`src/shared/rtcc_pkg.sv`:
```
package rtcc_pkg;
    localparam int XTAL_HZ = 32768;
    localparam int CHR_HZ = 128;
    localparam int CHR_DIV = XTAL_HZ / CHR_HZ;
    localparam logic [15:0] SEC_DIV = 16'(XTAL_HZ);
    localparam logic [7:0] CHR_MASK = 8'(CHR_DIV - 1);
    localparam logic [3:0] COMP_LAST_SLOT = 4'he;
    localparam logic [5:0] COMP_SPLIT = 6'h0f;
    localparam logic [11:0] CHR_SCALE = 12'h019;
    localparam logic [11:0] CHR_ROUND = 12'h010;
    localparam int CHR_SHIFT = 5;

    localparam int APB_AW = 12;
    localparam logic [9:0] IDX_PROTECT = 10'h040;
    localparam logic [9:0] IDX_COMP = 10'h041;
    localparam logic [9:0] IDX_CTRL_ONE = 10'h042;
    localparam logic [9:0] IDX_CTRL_TWO = 10'h043;
    localparam logic [9:0] IDX_STATUS = 10'h044;
    localparam logic [9:0] IDX_ALARM_MIN = 10'h045;
    localparam logic [9:0] IDX_ALARM_HOUR = 10'h046;
    localparam logic [9:0] IDX_SECONDS = 10'h047;
    localparam logic [9:0] IDX_MINUTES = 10'h048;
    localparam logic [9:0] IDX_HOURS = 10'h049;
    localparam logic [9:0] IDX_DAY = 10'h04a;
    localparam logic [9:0] IDX_MONTH = 10'h04b;
    localparam logic [9:0] IDX_YEAR = 10'h04c;
    localparam logic [9:0] IDX_WEEKDAY = 10'h04d;
    localparam logic [9:0] IDX_CHRON = 10'h04e;

    // Status and enable bit positions are shared by both registers.
    localparam int BIT_ALARM = 7;
    localparam int BIT_CHRON = 6;
    localparam int BIT_DAY = 5;
    localparam int BIT_HOUR = 4;
    localparam int BIT_MINUTE = 3;
    localparam int BIT_SECOND = 2;
    localparam int BIT_TB_ONE = 1;
    localparam int BIT_TB_TWO = 0;
    localparam int BIT_COMP_EN = 7;
    localparam int BIT_CHR_CLEAR = 6;
    localparam int BIT_CHR_EN = 5;
    localparam int BIT_MODULE_EN = 4;
    localparam int BIT_TB_GROUP = 3;
    localparam int BIT_PROTECT = 0;

    localparam logic [7:0] MASK_MINUTE = 8'h3f;
    localparam logic [7:0] MASK_HOUR = 8'h1f;
    localparam logic [7:0] MASK_MONTH = 8'h0f;
    localparam logic [7:0] MASK_WEEKDAY = 8'h07;
    localparam logic [7:0] MASK_COMP = 8'h3f;
    localparam logic [7:0] SEC_LAST = 8'h3b;
    localparam logic [7:0] MIN_LAST = 8'h3b;
    localparam logic [7:0] HR_LAST = 8'h17;
    localparam logic [7:0] MON_LAST = 8'h0c;
    localparam logic [7:0] YR_LAST = 8'hc7;
    localparam logic [7:0] WD_LAST = 8'h06;
    localparam logic [7:0] RST_ZERO = 8'h00;
    localparam logic [7:0] RST_FIRST = 8'h01;

    typedef struct packed {
        logic second;
        logic chron;
        logic tb_one;
        logic tb_two;
    } rtcc_ticks_t;

    function automatic logic [7:0] rtcc_step(input logic [7:0] v, input logic [7:0] last,
                                             input logic [7:0] first);
        return (v >= last) ? first : 8'(v + 8'h01);
    endfunction

    // Year holds years past 1900, so its low bits carry divisibility by four.
    function automatic logic [7:0] rtcc_month_days(input logic [7:0] month,
                                                   input logic [7:0] year);
        logic [7:0] days;
        days = 8'h1f;
        if (month == 8'h04 || month == 8'h06 || month == 8'h09 || month == 8'h0b) begin
            days = 8'h1e;
        end else if (month == 8'h02) begin
            days = (year[1:0] == 2'b00) ? 8'h1d : 8'h1c;
        end
        return days;
    endfunction
endpackage

```
`src/design/rtcc_prescaler.sv`:
```
`timescale 1ns/1ps
module rtcc_prescaler import rtcc_pkg::*; (
    // Clock and reset
    input wire logic pclk,
    input wire logic presetn,
    // Control
    input wire logic module_enable,
    input wire logic timebase_group_select,
    input wire logic comp_enable,
    input wire logic [5:0] comp_value,
    // Crystal and derived ticks
    input wire logic crystal_clock,
    output rtcc_ticks_t ticks
);
    logic xtal_q;
    logic rise;
    logic [14:0] free_cnt;
    logic [15:0] sec_div;
    logic [15:0] limit;
    logic [3:0] comp_slot;
    logic [5:0] mag;
    logic [1:0] adjust;
    logic sec_end;

    assign rise = module_enable & crystal_clock & ~xtal_q;
    assign mag = comp_value[5] ? 6'(-comp_value) : comp_value;
    assign limit = comp_value[5] ? 16'(SEC_DIV - 16'(adjust)) : 16'(SEC_DIV + 16'(adjust));
    assign sec_end = sec_div == 16'(limit - 16'h0001);

    // The error is spread over a fifteen-second window, at most two cycles per second.
    always_comb begin
        adjust = 2'h0;
        if (comp_enable && mag != 6'h00) begin
            if (mag <= COMP_SPLIT) begin
                adjust = ({2'b00, comp_slot} < mag) ? 2'h1 : 2'h0;
            end else begin
                adjust = ({2'b00, comp_slot} < 6'(mag - COMP_SPLIT)) ? 2'h2 : 2'h1;
            end
        end
    end

    always_ff @(posedge pclk or negedge presetn) begin
        if (!presetn) begin
            xtal_q <= 1'b0;
        end else begin
            xtal_q <= crystal_clock;
        end
    end

    always_ff @(posedge pclk or negedge presetn) begin
        if (!presetn) begin
            free_cnt <= 15'h0000;
            sec_div <= 16'h0000;
            comp_slot <= 4'h0;
        end else if (!module_enable) begin
            free_cnt <= 15'h0000;
            sec_div <= 16'h0000;
            comp_slot <= 4'h0;
        end else if (rise) begin
            free_cnt <= 15'(free_cnt + 15'h0001);
            sec_div <= sec_end ? 16'h0000 : 16'(sec_div + 16'h0001);
            if (sec_end) begin
                comp_slot <= (comp_slot == COMP_LAST_SLOT) ? 4'h0 : 4'(comp_slot + 4'h1);
            end
        end
    end

    always_ff @(posedge pclk or negedge presetn) begin
        if (!presetn) begin
            ticks <= '0;
        end else begin
            ticks.second <= rise & sec_end;
            ticks.chron <= rise & (free_cnt[7:0] == CHR_MASK);
            ticks.tb_one <= rise & (timebase_group_select ? &free_cnt[11:0]
                                                          : &free_cnt[13:0]);
            ticks.tb_two <= rise & (timebase_group_select ? &free_cnt[10:0]
                                                          : &free_cnt[12:0]);
        end
    end
endmodule

```
`src/design/rtcc_chrono.sv`:
```
`timescale 1ns/1ps
module rtcc_chrono import rtcc_pkg::*; (
    // Clock and reset
    input wire logic pclk,
    input wire logic presetn,
    // Control
    input wire logic step,
    input wire logic run,
    input wire logic clear,
    // Result
    output logic [6:0] hundredths,
    output logic stepped
);
    logic [6:0] count;
    logic [11:0] scaled;

    assign stepped = run & step & ~clear;
    assign scaled = 12'(12'(count) * CHR_SCALE + CHR_ROUND);

    // A 7-bit count wraps at 128 steps, which maps to hundredths 99 back to 0.
    always_ff @(posedge pclk or negedge presetn) begin
        if (!presetn) begin
            count <= 7'h00;
        end else if (clear) begin
            count <= 7'h00;
        end else if (stepped) begin
            count <= 7'(count + 7'h01);
        end
    end

    always_ff @(posedge pclk or negedge presetn) begin
        if (!presetn) begin
            hundredths <= 7'h00;
        end else begin
            hundredths <= 7'(scaled >> CHR_SHIFT);
        end
    end
endmodule

```
`src/design/rtcc_top.sv`:
```
// The APB slave port was left to the implementer.
`timescale 1ns/1ps
module rtcc_top import rtcc_pkg::*; (
    // Clock and reset
    input wire logic pclk,
    input wire logic presetn,
    // APB slave
    input wire logic psel,
    input wire logic penable,
    input wire logic pwrite,
    input wire logic [APB_AW-1:0] paddr,
    input wire logic [31:0] pwdata,
    output logic [31:0] prdata,
    output logic pready,
    output logic pslverr,
    // Crystal input
    input wire logic crystal_clock,
    // Request lines, one per status flag
    output logic [7:0] irq_request
);
    logic [9:0] idx;
    logic aligned;
    logic setup;
    logic access;
    logic wr_en;
    logic cnt_wr;
    logic [7:0] wdata;

    logic write_protect;
    logic [5:0] comp_value;
    logic [7:0] control_one;
    logic comp_enable;
    logic chr_enable;
    logic module_enable;
    logic timebase_group_select;
    logic chr_clear;

    logic [7:0] status;
    logic [7:0] set_flags;
    logic [7:0] clr_flags;

    logic [7:0] alarm_minute;
    logic [7:0] alarm_hour;
    logic [7:0] seconds_count;
    logic [7:0] minutes_count;
    logic [7:0] hours_count;
    logic [7:0] day_of_month_count;
    logic [7:0] month_count;
    logic [7:0] year_count;
    logic [7:0] weekday_count;
    logic [7:0] month_days;
    logic match;
    logic match_q;

    rtcc_ticks_t ticks;
    logic [6:0] hundredths;
    logic chr_stepped;
    logic min_inc;
    logic hr_inc;
    logic day_inc;
    logic mon_inc;
    logic yr_inc;

    logic [7:0] rd_value;
    logic rd_hit;

    assign idx = paddr[11:2];
    assign aligned = paddr[1:0] == 2'b00;
    assign setup = psel & ~penable;
    assign access = psel & penable;
    assign wr_en = access & pwrite & aligned;
    assign cnt_wr = wr_en & ~write_protect;
    assign wdata = pwdata[7:0];
    assign pready = 1'b1;
    assign chr_clear = wr_en && idx == IDX_CTRL_TWO && wdata[BIT_CHR_CLEAR];

    rtcc_prescaler u_prescaler (
        .pclk(pclk),
        .presetn(presetn),
        .module_enable(module_enable),
        .timebase_group_select(timebase_group_select),
        .comp_enable(comp_enable),
        .comp_value(comp_value),
        .crystal_clock(crystal_clock),
        .ticks(ticks)
    );

    rtcc_chrono u_chrono (
        .pclk(pclk),
        .presetn(presetn),
        .step(ticks.chron),
        .run(chr_enable),
        .clear(chr_clear),
        .hundredths(hundredths),
        .stepped(chr_stepped)
    );

    // Control registers. Here protection guards only the compensation and module enable bits, not the compensation value; it also guards the time counters.
    always_ff @(posedge pclk or negedge presetn) begin
        if (!presetn) begin
            write_protect <= 1'b0;
            comp_value <= 6'h00;
            control_one <= 8'h00;
            comp_enable <= 1'b0;
            chr_enable <= 1'b0;
            module_enable <= 1'b0;
            timebase_group_select <= 1'b0;
        end else if (wr_en) begin
            if (idx == IDX_PROTECT) begin
                write_protect <= wdata[BIT_PROTECT];
            end
            if (idx == IDX_COMP) begin
                comp_value <= 6'(wdata & MASK_COMP);
            end
            if (idx == IDX_CTRL_ONE) begin
                control_one <= wdata;
            end
            if (idx == IDX_CTRL_TWO) begin
                chr_enable <= wdata[BIT_CHR_EN];
                timebase_group_select <= wdata[BIT_TB_GROUP];
                if (!write_protect) begin
                    comp_enable <= wdata[BIT_COMP_EN];
                    module_enable <= wdata[BIT_MODULE_EN];
                end
            end
        end
    end

    always_ff @(posedge pclk or negedge presetn) begin
        if (!presetn) begin
            alarm_minute <= RST_ZERO;
            alarm_hour <= RST_ZERO;
        end else if (wr_en) begin
            if (idx == IDX_ALARM_MIN) begin
                alarm_minute <= wdata & MASK_MINUTE;
            end
            if (idx == IDX_ALARM_HOUR) begin
                alarm_hour <= wdata & MASK_HOUR;
            end
        end
    end

    // Carry chain. A write in the same cycle as a tick wins for that counter only.
    assign month_days = rtcc_month_days(month_count, year_count);
    assign min_inc = ticks.second & (seconds_count >= SEC_LAST);
    assign hr_inc = min_inc & (minutes_count >= MIN_LAST);
    assign day_inc = hr_inc & (hours_count >= HR_LAST);
    assign mon_inc = day_inc & (day_of_month_count >= month_days);
    assign yr_inc = mon_inc & (month_count >= MON_LAST);

    always_ff @(posedge pclk or negedge presetn) begin
        if (!presetn) begin
            seconds_count <= RST_ZERO;
            minutes_count <= RST_ZERO;
            hours_count <= RST_ZERO;
        end else begin
            if (cnt_wr && idx == IDX_SECONDS) begin
                seconds_count <= wdata & MASK_MINUTE;
            end else if (ticks.second) begin
                seconds_count <= rtcc_step(seconds_count, SEC_LAST, RST_ZERO);
            end
            if (cnt_wr && idx == IDX_MINUTES) begin
                minutes_count <= wdata & MASK_MINUTE;
            end else if (min_inc) begin
                minutes_count <= rtcc_step(minutes_count, MIN_LAST, RST_ZERO);
            end
            if (cnt_wr && idx == IDX_HOURS) begin
                hours_count <= wdata & MASK_HOUR;
            end else if (hr_inc) begin
                hours_count <= rtcc_step(hours_count, HR_LAST, RST_ZERO);
            end
        end
    end

    always_ff @(posedge pclk or negedge presetn) begin
        if (!presetn) begin
            day_of_month_count <= RST_FIRST;
            month_count <= RST_FIRST;
            year_count <= RST_FIRST;
            weekday_count <= RST_ZERO;
        end else begin
            if (cnt_wr && idx == IDX_DAY) begin
                day_of_month_count <= wdata & MASK_HOUR;
            end else if (day_inc) begin
                day_of_month_count <= rtcc_step(day_of_month_count, month_days,
                                                RST_FIRST);
            end
            if (cnt_wr && idx == IDX_MONTH) begin
                month_count <= wdata & MASK_MONTH;
            end else if (mon_inc) begin
                month_count <= rtcc_step(month_count, MON_LAST, RST_FIRST);
            end
            // Year counts past 1900 and wraps from 2099 back to 1901.
            if (cnt_wr && idx == IDX_YEAR) begin
                year_count <= wdata;
            end else if (yr_inc) begin
                year_count <= rtcc_step(year_count, YR_LAST, RST_FIRST);
            end
            if (cnt_wr && idx == IDX_WEEKDAY) begin
                weekday_count <= wdata & MASK_WEEKDAY;
            end else if (day_inc) begin
                weekday_count <= rtcc_step(weekday_count, WD_LAST, RST_ZERO);
            end
        end
    end

    // The alarm fires on entry into a match, so a cleared flag stays clear for the
    // rest of the matching minute.
    assign match = (minutes_count == alarm_minute) && (hours_count == alarm_hour);

    always_ff @(posedge pclk or negedge presetn) begin
        if (!presetn) begin
            match_q <= 1'b1;
        end else begin
            match_q <= match;
        end
    end

    always_comb begin
        set_flags = 8'h00;
        set_flags[BIT_ALARM] = match & ~match_q;
        set_flags[BIT_CHRON] = chr_stepped;
        set_flags[BIT_DAY] = day_inc;
        set_flags[BIT_HOUR] = hr_inc;
        set_flags[BIT_MINUTE] = min_inc;
        set_flags[BIT_SECOND] = ticks.second;
        set_flags[BIT_TB_ONE] = ticks.tb_one;
        set_flags[BIT_TB_TWO] = ticks.tb_two;
    end

    assign clr_flags = (wr_en && idx == IDX_STATUS) ? wdata : 8'h00;

    // Write one to clear; a flag raised in the clearing cycle survives.
    always_ff @(posedge pclk or negedge presetn) begin
        if (!presetn) begin
            status <= 8'h00;
        end else begin
            status <= (status & ~clr_flags) | set_flags;
        end
    end

    assign irq_request = status & control_one;

    always_comb begin
        rd_value = 8'h00;
        rd_hit = 1'b1;
        unique case (idx)
            IDX_PROTECT: rd_value[BIT_PROTECT] = write_protect;
            IDX_COMP: rd_value = {2'b00, comp_value};
            IDX_CTRL_ONE: rd_value = control_one;
            IDX_CTRL_TWO: begin
                rd_value[BIT_COMP_EN] = comp_enable;
                rd_value[BIT_CHR_EN] = chr_enable;
                rd_value[BIT_MODULE_EN] = module_enable;
                rd_value[BIT_TB_GROUP] = timebase_group_select;
            end
            IDX_STATUS: rd_value = status;
            IDX_ALARM_MIN: rd_value = alarm_minute;
            IDX_ALARM_HOUR: rd_value = alarm_hour;
            IDX_SECONDS: rd_value = seconds_count;
            IDX_MINUTES: rd_value = minutes_count;
            IDX_HOURS: rd_value = hours_count;
            IDX_DAY: rd_value = day_of_month_count;
            IDX_MONTH: rd_value = month_count;
            IDX_YEAR: rd_value = year_count;
            IDX_WEEKDAY: rd_value = weekday_count;
            IDX_CHRON: rd_value = {1'b0, hundredths};
            default: rd_hit = 1'b0;
        endcase
    end

    // Read data is caught in the setup cycle so that it comes from flip-flops.
    always_ff @(posedge pclk or negedge presetn) begin
        if (!presetn) begin
            prdata <= 32'h00000000;
            pslverr <= 1'b0;
        end else if (setup) begin
            prdata <= {24'h000000, aligned ? rd_value : 8'h00};
            pslverr <= ~(rd_hit & aligned);
        end
    end
endmodule

```
`config.mk`:
```
export PLATFORM = sky130hd
export DESIGN_NAME = rtcc_top
export DESIGN_NICKNAME = d
export VERILOG_FILES = /design/src/shared/rtcc_pkg.sv /design/src/design/rtcc_prescaler.sv /design/src/design/rtcc_chrono.sv /design/src/design/rtcc_top.sv
export SDC_FILE = /design/constraint.sdc
export NUM_CORES = 1
export LEC_CHECK = 0
export BUFFER_PORTS_ARGS = -buffer_cell sky130_fd_sc_hd__buf_2
export CORE_UTILIZATION = 40
export CTS_CLUSTER_DIAMETER = 50
export DETAILED_ROUTE_END_ITERATION = 7
export GPL_ROUTABILITY_DRIVEN = 0
export PLACE_DENSITY_LB_ADDON = 0.05
export SKIP_CTS_REPAIR_TIMING = 1
export SYNTH_ARGS = -nofsm -noshare
export SYNTH_HDL_FRONTEND = slang
export SYNTH_SLANG_ARGS = --single-unit
```
`constraint.sdc`:
```
create_clock -name pclk -period 7.1 [get_ports pclk]
set_clock_uncertainty 0.05 [all_clocks]
set_input_delay 1.42 -clock pclk [delete_from_list [all_inputs] [get_ports pclk]]
set_output_delay 1.42 -clock pclk [all_outputs]
set_load 0.01 [all_outputs]
```
==> flow_metrics.py, run 1 <==
metrics = {
    "run_status": {
        "result_of_the_run": "completed",
    },
    "power_and_ir_drop": {
        "p_leak_uw": 0.00477,
        "power_density_mw_per_mm2": 179,
        "vdd_drop_max_v": 0.000128,
    },
    "clocking": {
        "clockBufferDepth": 2,
        "numCtsBuffers": 17,
        "clk_transition_reported_paths_ns": 0.07,
        "cts_htree_levels": 4,
        "cts_num_sinks": 157,
        "insertion_delay_ns": 0.44,
        "clock-root-buffer": "sky130_fd_sc_hd__clkbuf_16",
        "tritoncts": "built",
    },
    "floorplanning": {
        "design.portCount": 92,
        "core_area_sq_mm": 0.0242,
        "floorplan.die_area_sq_mm": 0.0252,
        "die_h_um": 159,
        "floorplan_row_count": 57,
        "floorplan.initialDensity_pct": 40.6,
        "dieWidth_um": 159,
    },
    "yosys": {
        "unique_cell_type_count_in_the_yosys_netlist": 76,
        "syn-mean-instance-area_sq_um": 9.31,
        "synth.top_cells.by_area": "sky130_fd_sc_hd__dfrtp_1, sky130_fd_sc_hd__ha_1, sky130_fd_sc_hd__nand2_1",
        "synth_top_area_share_pct": 38.9,
        "synth-warning-count": 0,
        "synthCells": 1058,
        "synth.cell_area_sq_mm": 0.00985,
        "synthDominantAreaCellType": "sky130_fd_sc_hd__dfrtp_1",
        "ys.flop_type": "sky130_fd_sc_hd__dfrtp_1",
        "synth_edf_count": 0,
        "post_synthesis_sequential_area_ratio_pct": 39.9,
        "ys_ff_latch": 157,
        "ys_async_sr_fraction_pct": 100,
    },
    "setup_path": {
        "crit_buf_inv": 4,
        "cp_data_required_time_ns": 7.37,
        "critical-path-top-cell-by-count": "sky130_fd_sc_hd__ha_1",
        "timing.critical_path.to_type": "flip-flop",
        "timing.critical_path.slowest_stage_cell": "sky130_fd_sc_hd__dfrtp_1",
        "critical-path-top-delay-family": "simple AND/OR/NAND/NOR gates",
        "setup.worst_path.class": "reg2reg",
        "cpPeakStageDelay_ns": 0.54,
        "timing.critical_path.arrival_ns": 6.17,
        "crit_fanout": 17,
        "crit_path_start_kind": "flip-flop",
    },
    "placement": {
        "total_of_buffers_placed_on_input_and_output_ports": 42,
        "place_hpwl_um": 20800,
        "numPlacedInstances": 1394,
    },
    "timing": {
        "fin_tns_setup_ns": 0,
        "finalSetupViolations": 0,
        "final_hold_viol_count": 0,
        "finalMaxSlewViolations": 0,
        "fmaxAchievable_mhz": 169,
        "period_needed_ns": 5.91,
        "max-slew-margin-rel_pct": 28.5,
        "worst_slew_pin_slew_ns": 1.06,
        "final.period_utilization_pct": 83.2,
        "rsz0062_at_grt": "false",
    },
    "routing": {
        "first_pass_iters": 6,
        "routed_wirelength_um": 28900,
        "dr.first_iter.drc_count": 593,
        "num_vias": 8037,
        "ant_nets": 0,
        "remaining_routing_drc_violations": 0,
        "routed_wire_length_per_instance_um": 20.3,
        "avgViaCountPerCell": 5.64,
    },
    "global_route": {
        "gr-total-overflow": 0,
        "grt_max_degree": 101,
        "antenna_found_initial": 0,
        "first_global_vias": 7644,
        "first_pass_grt_wire_length_um": 45600,
        "global_route.usage.total_pct": 23.6,
    },
    "cells_and_area": {
        "finish.cell_count_without_fillers": 1426,
        "area_growth_pct": 10.7,
        "layout.cells.most_common": "sky130_fd_sc_hd__dfrtp_1",
        "multi_input_area_sq_mm": 0.00550,
        "seqCellArea_sq_mm": 0.00393,
        "design.final.nets": 1199,
        "antenna_cells_inserted": 0,
        "mostFrequentLayoutCells": "sky130_fd_sc_hd__dfrtp_1, sky130_fd_sc_hd__nand2_1, sky130_fd_sc_hd__nor2_1",
        "nFillCells": 2411,
        "fraction_of_layout_instances_using_a_drive_strength_above_1_pct": 12.6,
    },
    "min_path": {
        "worstHoldPathType": "reg2reg",
    },
    "flow_run": {
        "cap_violations": 0,
    },
}
==> worst paths after layout <==
| check | depth (start not counted) | endpoint | slack, ns | start |
|---|---|---|---|---|
| min in group asynchronous | 1 | minutes_count[4] | 1.01 | presetn |
| hold reg to reg | 1 | status[0] | 0.38 | u_prescaler.ticks[0] |
| setup / recovery | 27 | u_prescaler.sec_div[5] | 1.19 | comp_value[0] |
| max in group asynchronous | 2 | control_one[6] | 4.66 | presetn |
| setup reg to reg | 27 | u_prescaler.sec_div[5] | 1.19 | comp_value[0] |
| hold / removal | 1 | status[0] | 0.38 | u_prescaler.ticks[0] |
==> cell type report <==
class / instances / share of cell area, %
clock buffers: 21 / 4.32
clock inverters: 11 / 1.45
inverters: 36 / 1.24
multi-input cells: 824 / 50.4
flip-flops and latches: 157 / 36.1
well taps: 324 / 3.72
repair buffers: 53 / 2.74
==> synthesized netlist by cell type, drive strengths merged (4+ instances only) <==
library cell	number
and3	24
o21ai	51
or2	8
a221oi	12
nand3b	4
dfrtp	153
a41oi	4
nor3	28
clkbuf	28
nand3	58
xor2	18
o31ai	5
o311ai	5
nor3b	13
o211ai	6
nand2b	11
a31oi	18
ha	57
nand4b	6
or3	9
mux2i	11
nand2	105
a22o	9
a21boi	5
or4	4
buf	36
nor2b	7
a22oi	32
nor4	12
a21oi	39
mux2	28
nand4	19
nor2	84
and2	24
a21o	9
a221o	6
dfstp	4
xnor2	29
o21a	5
inv	36
==> registers in the layout (all words and copies together) (netlist names), 4 cells and up <==
register               cells
control_one                8
day_of_month_count         8
year_count                 8
month_count                8
u_chrono.count             7
u_prescaler.comp_slot      4
alarm_minute               6
u_prescaler.sec_div       16
u_chrono.hundredths        7
seconds_count              8
prdata                     8
alarm_hour                 5
hours_count                8
u_prescaler.ticks          4
minutes_count              8
comp_value                 6
weekday_count              8
status                     8
u_prescaler.free_cnt      14
==> routing by layer <==
layer | wire length, um | global-route usage, % | share of wire [%] | vias to the layer above
met1 | 13500 | 32.5 | 47 | 3933
met4 | 850 | 9.35 | 2.9 | 0
met5 | 0 | 0 | 0 | -
li1 | - | - | - | 3877
met2 | 13500 | 37.4 | 47 | 177
met3 | 1020 | 3.24 | 3.5 | 50
==> through the flow <==
stage	hold WS [ns]	util [%]	total power, uW	setup WS (ns)	area (sq um)
4_1_cts	0.383	45.0	1980	1.17	10900
6_report	0.381	45.0	1950	1.19	10900
3_5_place_dp	0.368	42.4	977	1.17	10300
2_1_floorplan	0.354	-	945	1.97	9930
5_1_grt	0.397	45.0	2010	0.780	10900
3_3_place_gp	0.362	42.4	976	1.21	10300
==> report_power, final <==
| group | switching (uW) | internal, uW | leakage, uW |
|---|---|---|---|
| sequential | 1.86 | 896 | 0.00195 |
| combinational | 49.3 | 11.0 | 0.00252 |
| clock | 408 | 586 | 0.000294 |
==> cell families after synthesis <==
logic type	Yosys count	share of synthesized area [%]
XOR/XNOR	47	4.26
adder cells (fa/ha/maj)	60	7.85
buffers and inverters	100	5.15
other	2	0.0763
AO/OA/AOI/OAI	230	16.4
AND/OR/NAND/NOR	423	22.0
flip-flops	157	39.9
multiplexers	39	4.32
==> worst reg2reg max path, cell delays in order, from the launching register on <==
cell	delay [ns]
sky130_fd_sc_hd__dfrtp_1	0.54
sky130_fd_sc_hd__inv_1	0.18
sky130_fd_sc_hd__ha_1	0.28
sky130_fd_sc_hd__xor2_1	0.15
sky130_fd_sc_hd__or3_1	0.34
sky130_fd_sc_hd__a31o_2	0.25
sky130_fd_sc_hd__ha_1	0.26
sky130_fd_sc_hd__o21ai_0	0.07
sky130_fd_sc_hd__a21oi_1	0.13
sky130_fd_sc_hd__nor2_1	0.07
sky130_fd_sc_hd__and4bb_4	0.35
sky130_fd_sc_hd__o21ai_1	0.08
sky130_fd_sc_hd__buf_4	0.17
sky130_fd_sc_hd__ha_1	0.29
sky130_fd_sc_hd__nand2_1	0.06
sky130_fd_sc_hd__o21a_1	0.19
sky130_fd_sc_hd__ha_1	0.16
sky130_fd_sc_hd__inv_1	0.04
sky130_fd_sc_hd__ha_1	0.27
sky130_fd_sc_hd__xnor2_1	0.14
sky130_fd_sc_hd__nand3_1	0.12
sky130_fd_sc_hd__nor3_1	0.46
sky130_fd_sc_hd__nand3_1	0.13
sky130_fd_sc_hd__nor3b_1	0.35
sky130_fd_sc_hd__a311oi_4	0.13
sky130_fd_sc_hd__buf_4	0.26
sky130_fd_sc_hd__a31oi_1	0.17
sky130_fd_sc_hd__mux2i_1	0.10
Note: power is estimated with default switching activity, not from simulation.
==> run 2, diff against run 1 <==
--- a/config.mk
+++ b/config.mk
@@ -5,6 +5,7 @@
 export SDC_FILE = /design/constraint.sdc
 export NUM_CORES = 1
 export LEC_CHECK = 0
+export ABC_AREA = 1
 export BUFFER_PORTS_ARGS = -buffer_cell sky130_fd_sc_hd__buf_2
 export CORE_UTILIZATION = 40
 export CTS_CLUSTER_DIAMETER = 50
==> constraint.sdc (replaced) <==
create_clock -name pclk -period 5.68 [get_ports pclk]
set_clock_uncertainty 0.05 [all_clocks]
set_input_delay 1.136 -clock pclk [delete_from_list [all_inputs] [get_ports pclk]]
set_output_delay 1.136 -clock pclk [all_outputs]
set_load 0.01 [all_outputs]
==> flow_metrics.py, run 2 <==
metrics = {
    "timing": {
        "worst_slew_pin_slew_ns": 0.872,
        "rsz0062_at_grt": "false",
        "fin_tns_setup_ns": 0,
        "fmaxAchievable_mhz": 197,
        "period_needed_ns": 5.07,
        "finalMaxSlewViolations": 0,
        "max-slew-margin-rel_pct": 41.7,
        "final.period_utilization_pct": 89.2,
        "final_hold_viol_count": 0,
        "worst_slack_ns": 0.613,
        "finalSetupViolations": 0,
    },
    "yosys": {
        "synth_edf_count": 0,
        "ys_ff_latch": 157,
        "most_common_library_cells_after_synthesis": "sky130_fd_sc_hd__nand2_1, sky130_fd_sc_hd__inv_1, sky130_fd_sc_hd__dfrtp_1",
        "unique_cell_type_count_in_the_yosys_netlist": 64,
        "post_synthesis_sequential_area_ratio_pct": 39.2,
        "synth.cell_area_sq_mm": 0.0100,
        "synth_top_area_share_pct": 38.2,
        "synth-warning-count": 0,
        "syn-mean-instance-area_sq_um": 7.79,
        "synth_most_common_cell": "sky130_fd_sc_hd__nand2_1",
        "ys.flop_type": "sky130_fd_sc_hd__dfrtp_1",
        "synth.top_cells.by_area": "sky130_fd_sc_hd__dfrtp_1, sky130_fd_sc_hd__nand2_1, sky130_fd_sc_hd__inv_1",
        "ys_async_sr_fraction_pct": 100,
        "synthCells": 1288,
        "synthDominantAreaCellType": "sky130_fd_sc_hd__dfrtp_1",
    },
    "global_route": {
        "gr-total-overflow": 0,
        "antenna_found_initial": 0,
        "first_pass_grt_wire_length_um": 46200,
        "grt_max_degree": 95,
        "global_route.usage.total_pct": 23.3,
        "first_global_vias": 8360,
    },
    "cells_and_area": {
        "reg.largest.list": "u_prescaler.sec_div: 16 flops, u_prescaler.free_cnt: 14 flops",
        "design.final.nets": 1442,
        "nFillCells": 2548,
        "largest_register_ffs": 16,
        "area_growth_pct": 10.8,
        "regMostFlops": "u_prescaler.sec_div",
        "mostFrequentLayoutCells": "sky130_fd_sc_hd__nand2_1, sky130_fd_sc_hd__inv_1, sky130_fd_sc_hd__dfrtp_1",
        "antenna_cells_inserted": 0,
        "fraction_of_layout_instances_using_a_drive_strength_above_1_pct": 9.89,
        "layout.cells.most_common": "sky130_fd_sc_hd__nand2_1",
    },
    "setup_path": {
        "critical-path-top-delay-family": "simple AND/OR/NAND/NOR gates",
        "crit_buf_inv": 8,
        "worst_r2r_path_depth": 34,
        "crit_fanout": 15,
        "rrSetupSlack_ns": 0.61,
        "timing.critical_path.slowest_stage_cell": "sky130_fd_sc_hd__dfrtp_1",
        "critical-path-top-cell-by-count": "sky130_fd_sc_hd__nand2_1",
        "timing.critical_path.arrival_ns": 5.32,
        "setup.worst_path.class": "reg2reg",
        "crit_path_start_kind": "flip-flop",
        "cp_data_required_time_ns": 5.93,
        "cpPeakStageDelay_ns": 0.44,
        "timing.critical_path.to_type": "flip-flop",
        "cp_num_cells": 34,
    },
    "clocking": {
        "numCtsBuffers": 17,
        "tritoncts": "built",
        "clock-root-buffer": "sky130_fd_sc_hd__clkbuf_16",
        "cts_htree_levels": 4,
        "cts_num_sinks": 157,
        "insertion_delay_ns": 0.43,
        "clk_transition_reported_paths_ns": 0.07,
        "clockBufferDepth": 2,
    },
    "floorplanning": {
        "floorplan_row_count": 57,
        "design.portCount": 92,
        "die_h_um": 160,
        "floorplan.die_area_sq_mm": 0.0257,
        "dieWidth_um": 160,
        "floorplan.initialDensity_pct": 41.0,
        "core_area_sq_mm": 0.0245,
    },
    "flow_run": {
        "cap_violations": 0,
    },
    "power_and_ir_drop": {
        "p_leak_uw": 0.00544,
        "vdd_drop_max_v": 0.000161,
        "power_density_mw_per_mm2": 220,
    },
    "routing": {
        "avgViaCountPerCell": 5.25,
        "num_vias": 8762,
        "remaining_routing_drc_violations": 0,
        "ant_nets": 0,
        "routed_wirelength_um": 28900,
        "first_pass_iters": 5,
        "dr.first_iter.drc_count": 807,
        "routed_wire_length_per_instance_um": 17.3,
    },
    "min_path": {
        "worstHoldPathType": "reg2reg",
        "hold-path-cell-count": 2,
    },
    "placement": {
        "place_hpwl_um": 21700,
        "dp_slack_ns": 0.615,
        "total_of_buffers_placed_on_input_and_output_ports": 42,
    },
    "run_status": {
        "result_of_the_run": "completed",
    },
}
-- run 2: where the power goes --
part           total [uW]  switching (uW)  internal (uW)  leakage (uW)
combinational        81.6            68.0           13.6       0.00315
clock                1240             529            710      0.000297
sequential           1120            1.40           1120       0.00199
-- run 2: metal layers --
layer | GRT usage (%) | vias to the layer above | wire (um)
met2 | 36.7 | 242 | 13100
met5 | 0 | - | 0
met3 | 3.54 | 40 | 1460
met4 | 7.36 | 0 | 545
li1 | - | 4343 | -
met1 | 33.0 | 4137 | 13800
-- run 2: kinds of logic after synthesis --
group | after synthesis | synth area share (%)
xor+xnor | 34 | 2.97
other cells | 2 | 0.0749
fa+ha+maj | 60 | 7.71
buf+inv | 268 | 11.3
flops | 157 | 39.2
simple gates | 519 | 23.8
compound gates | 248 | 14.9
-- run 2: worst register-to-register path: cells and delay by family (launching register included) --
kind | cells | cell delay [ns]
compound gates | 5 | 0.58
fa+ha+maj | 6 | 1.53
buf+inv | 8 | 0.65
flops | 1 | 0.44
simple gates | 15 | 1.68
-- run 2: through the flow --
stage	cells	hold WS (ns)	total power, uW	instance area (sq um)	utilization, %
2_1_floorplan	1311	0.359	1180	10100	-
3_3_place_gp	1637	0.371	1230	10500	42.9
3_5_place_dp	1637	0.374	1230	10500	42.9
4_1_cts	1669	0.397	2470	11100	45.4
5_1_grt	1669	0.414	2530	11100	45.4
6_report	1669	0.394	2440	11100	45.4
-- run 2: worst paths after layout --
| check | end | from |
|---|---|---|
| setup / recovery | u_prescaler.sec_div[4] | comp_value[0] |
| hold / removal | status[1] | u_prescaler.ticks[1] |
| setup reg to reg | u_prescaler.sec_div[4] | comp_value[0] |
| hold reg to reg | status[1] | u_prescaler.ticks[1] |
| max in group asynchronous | u_prescaler.free_cnt[12] | presetn |
| min in group asynchronous | hours_count[6] | presetn |
-- run 2: final cells by class --
cell class	instances	area (sq um)	area share [%]
Timing Repair Buffer	44	244	2.20
Inverter	226	848	7.64
Tap cell	324	405	3.65
Sequential cell	157	3930	35.4
Clock buffer	18	429	3.86
Clock inverter	14	198	1.78
Multi-Input combinational cell	886	5050	45.5
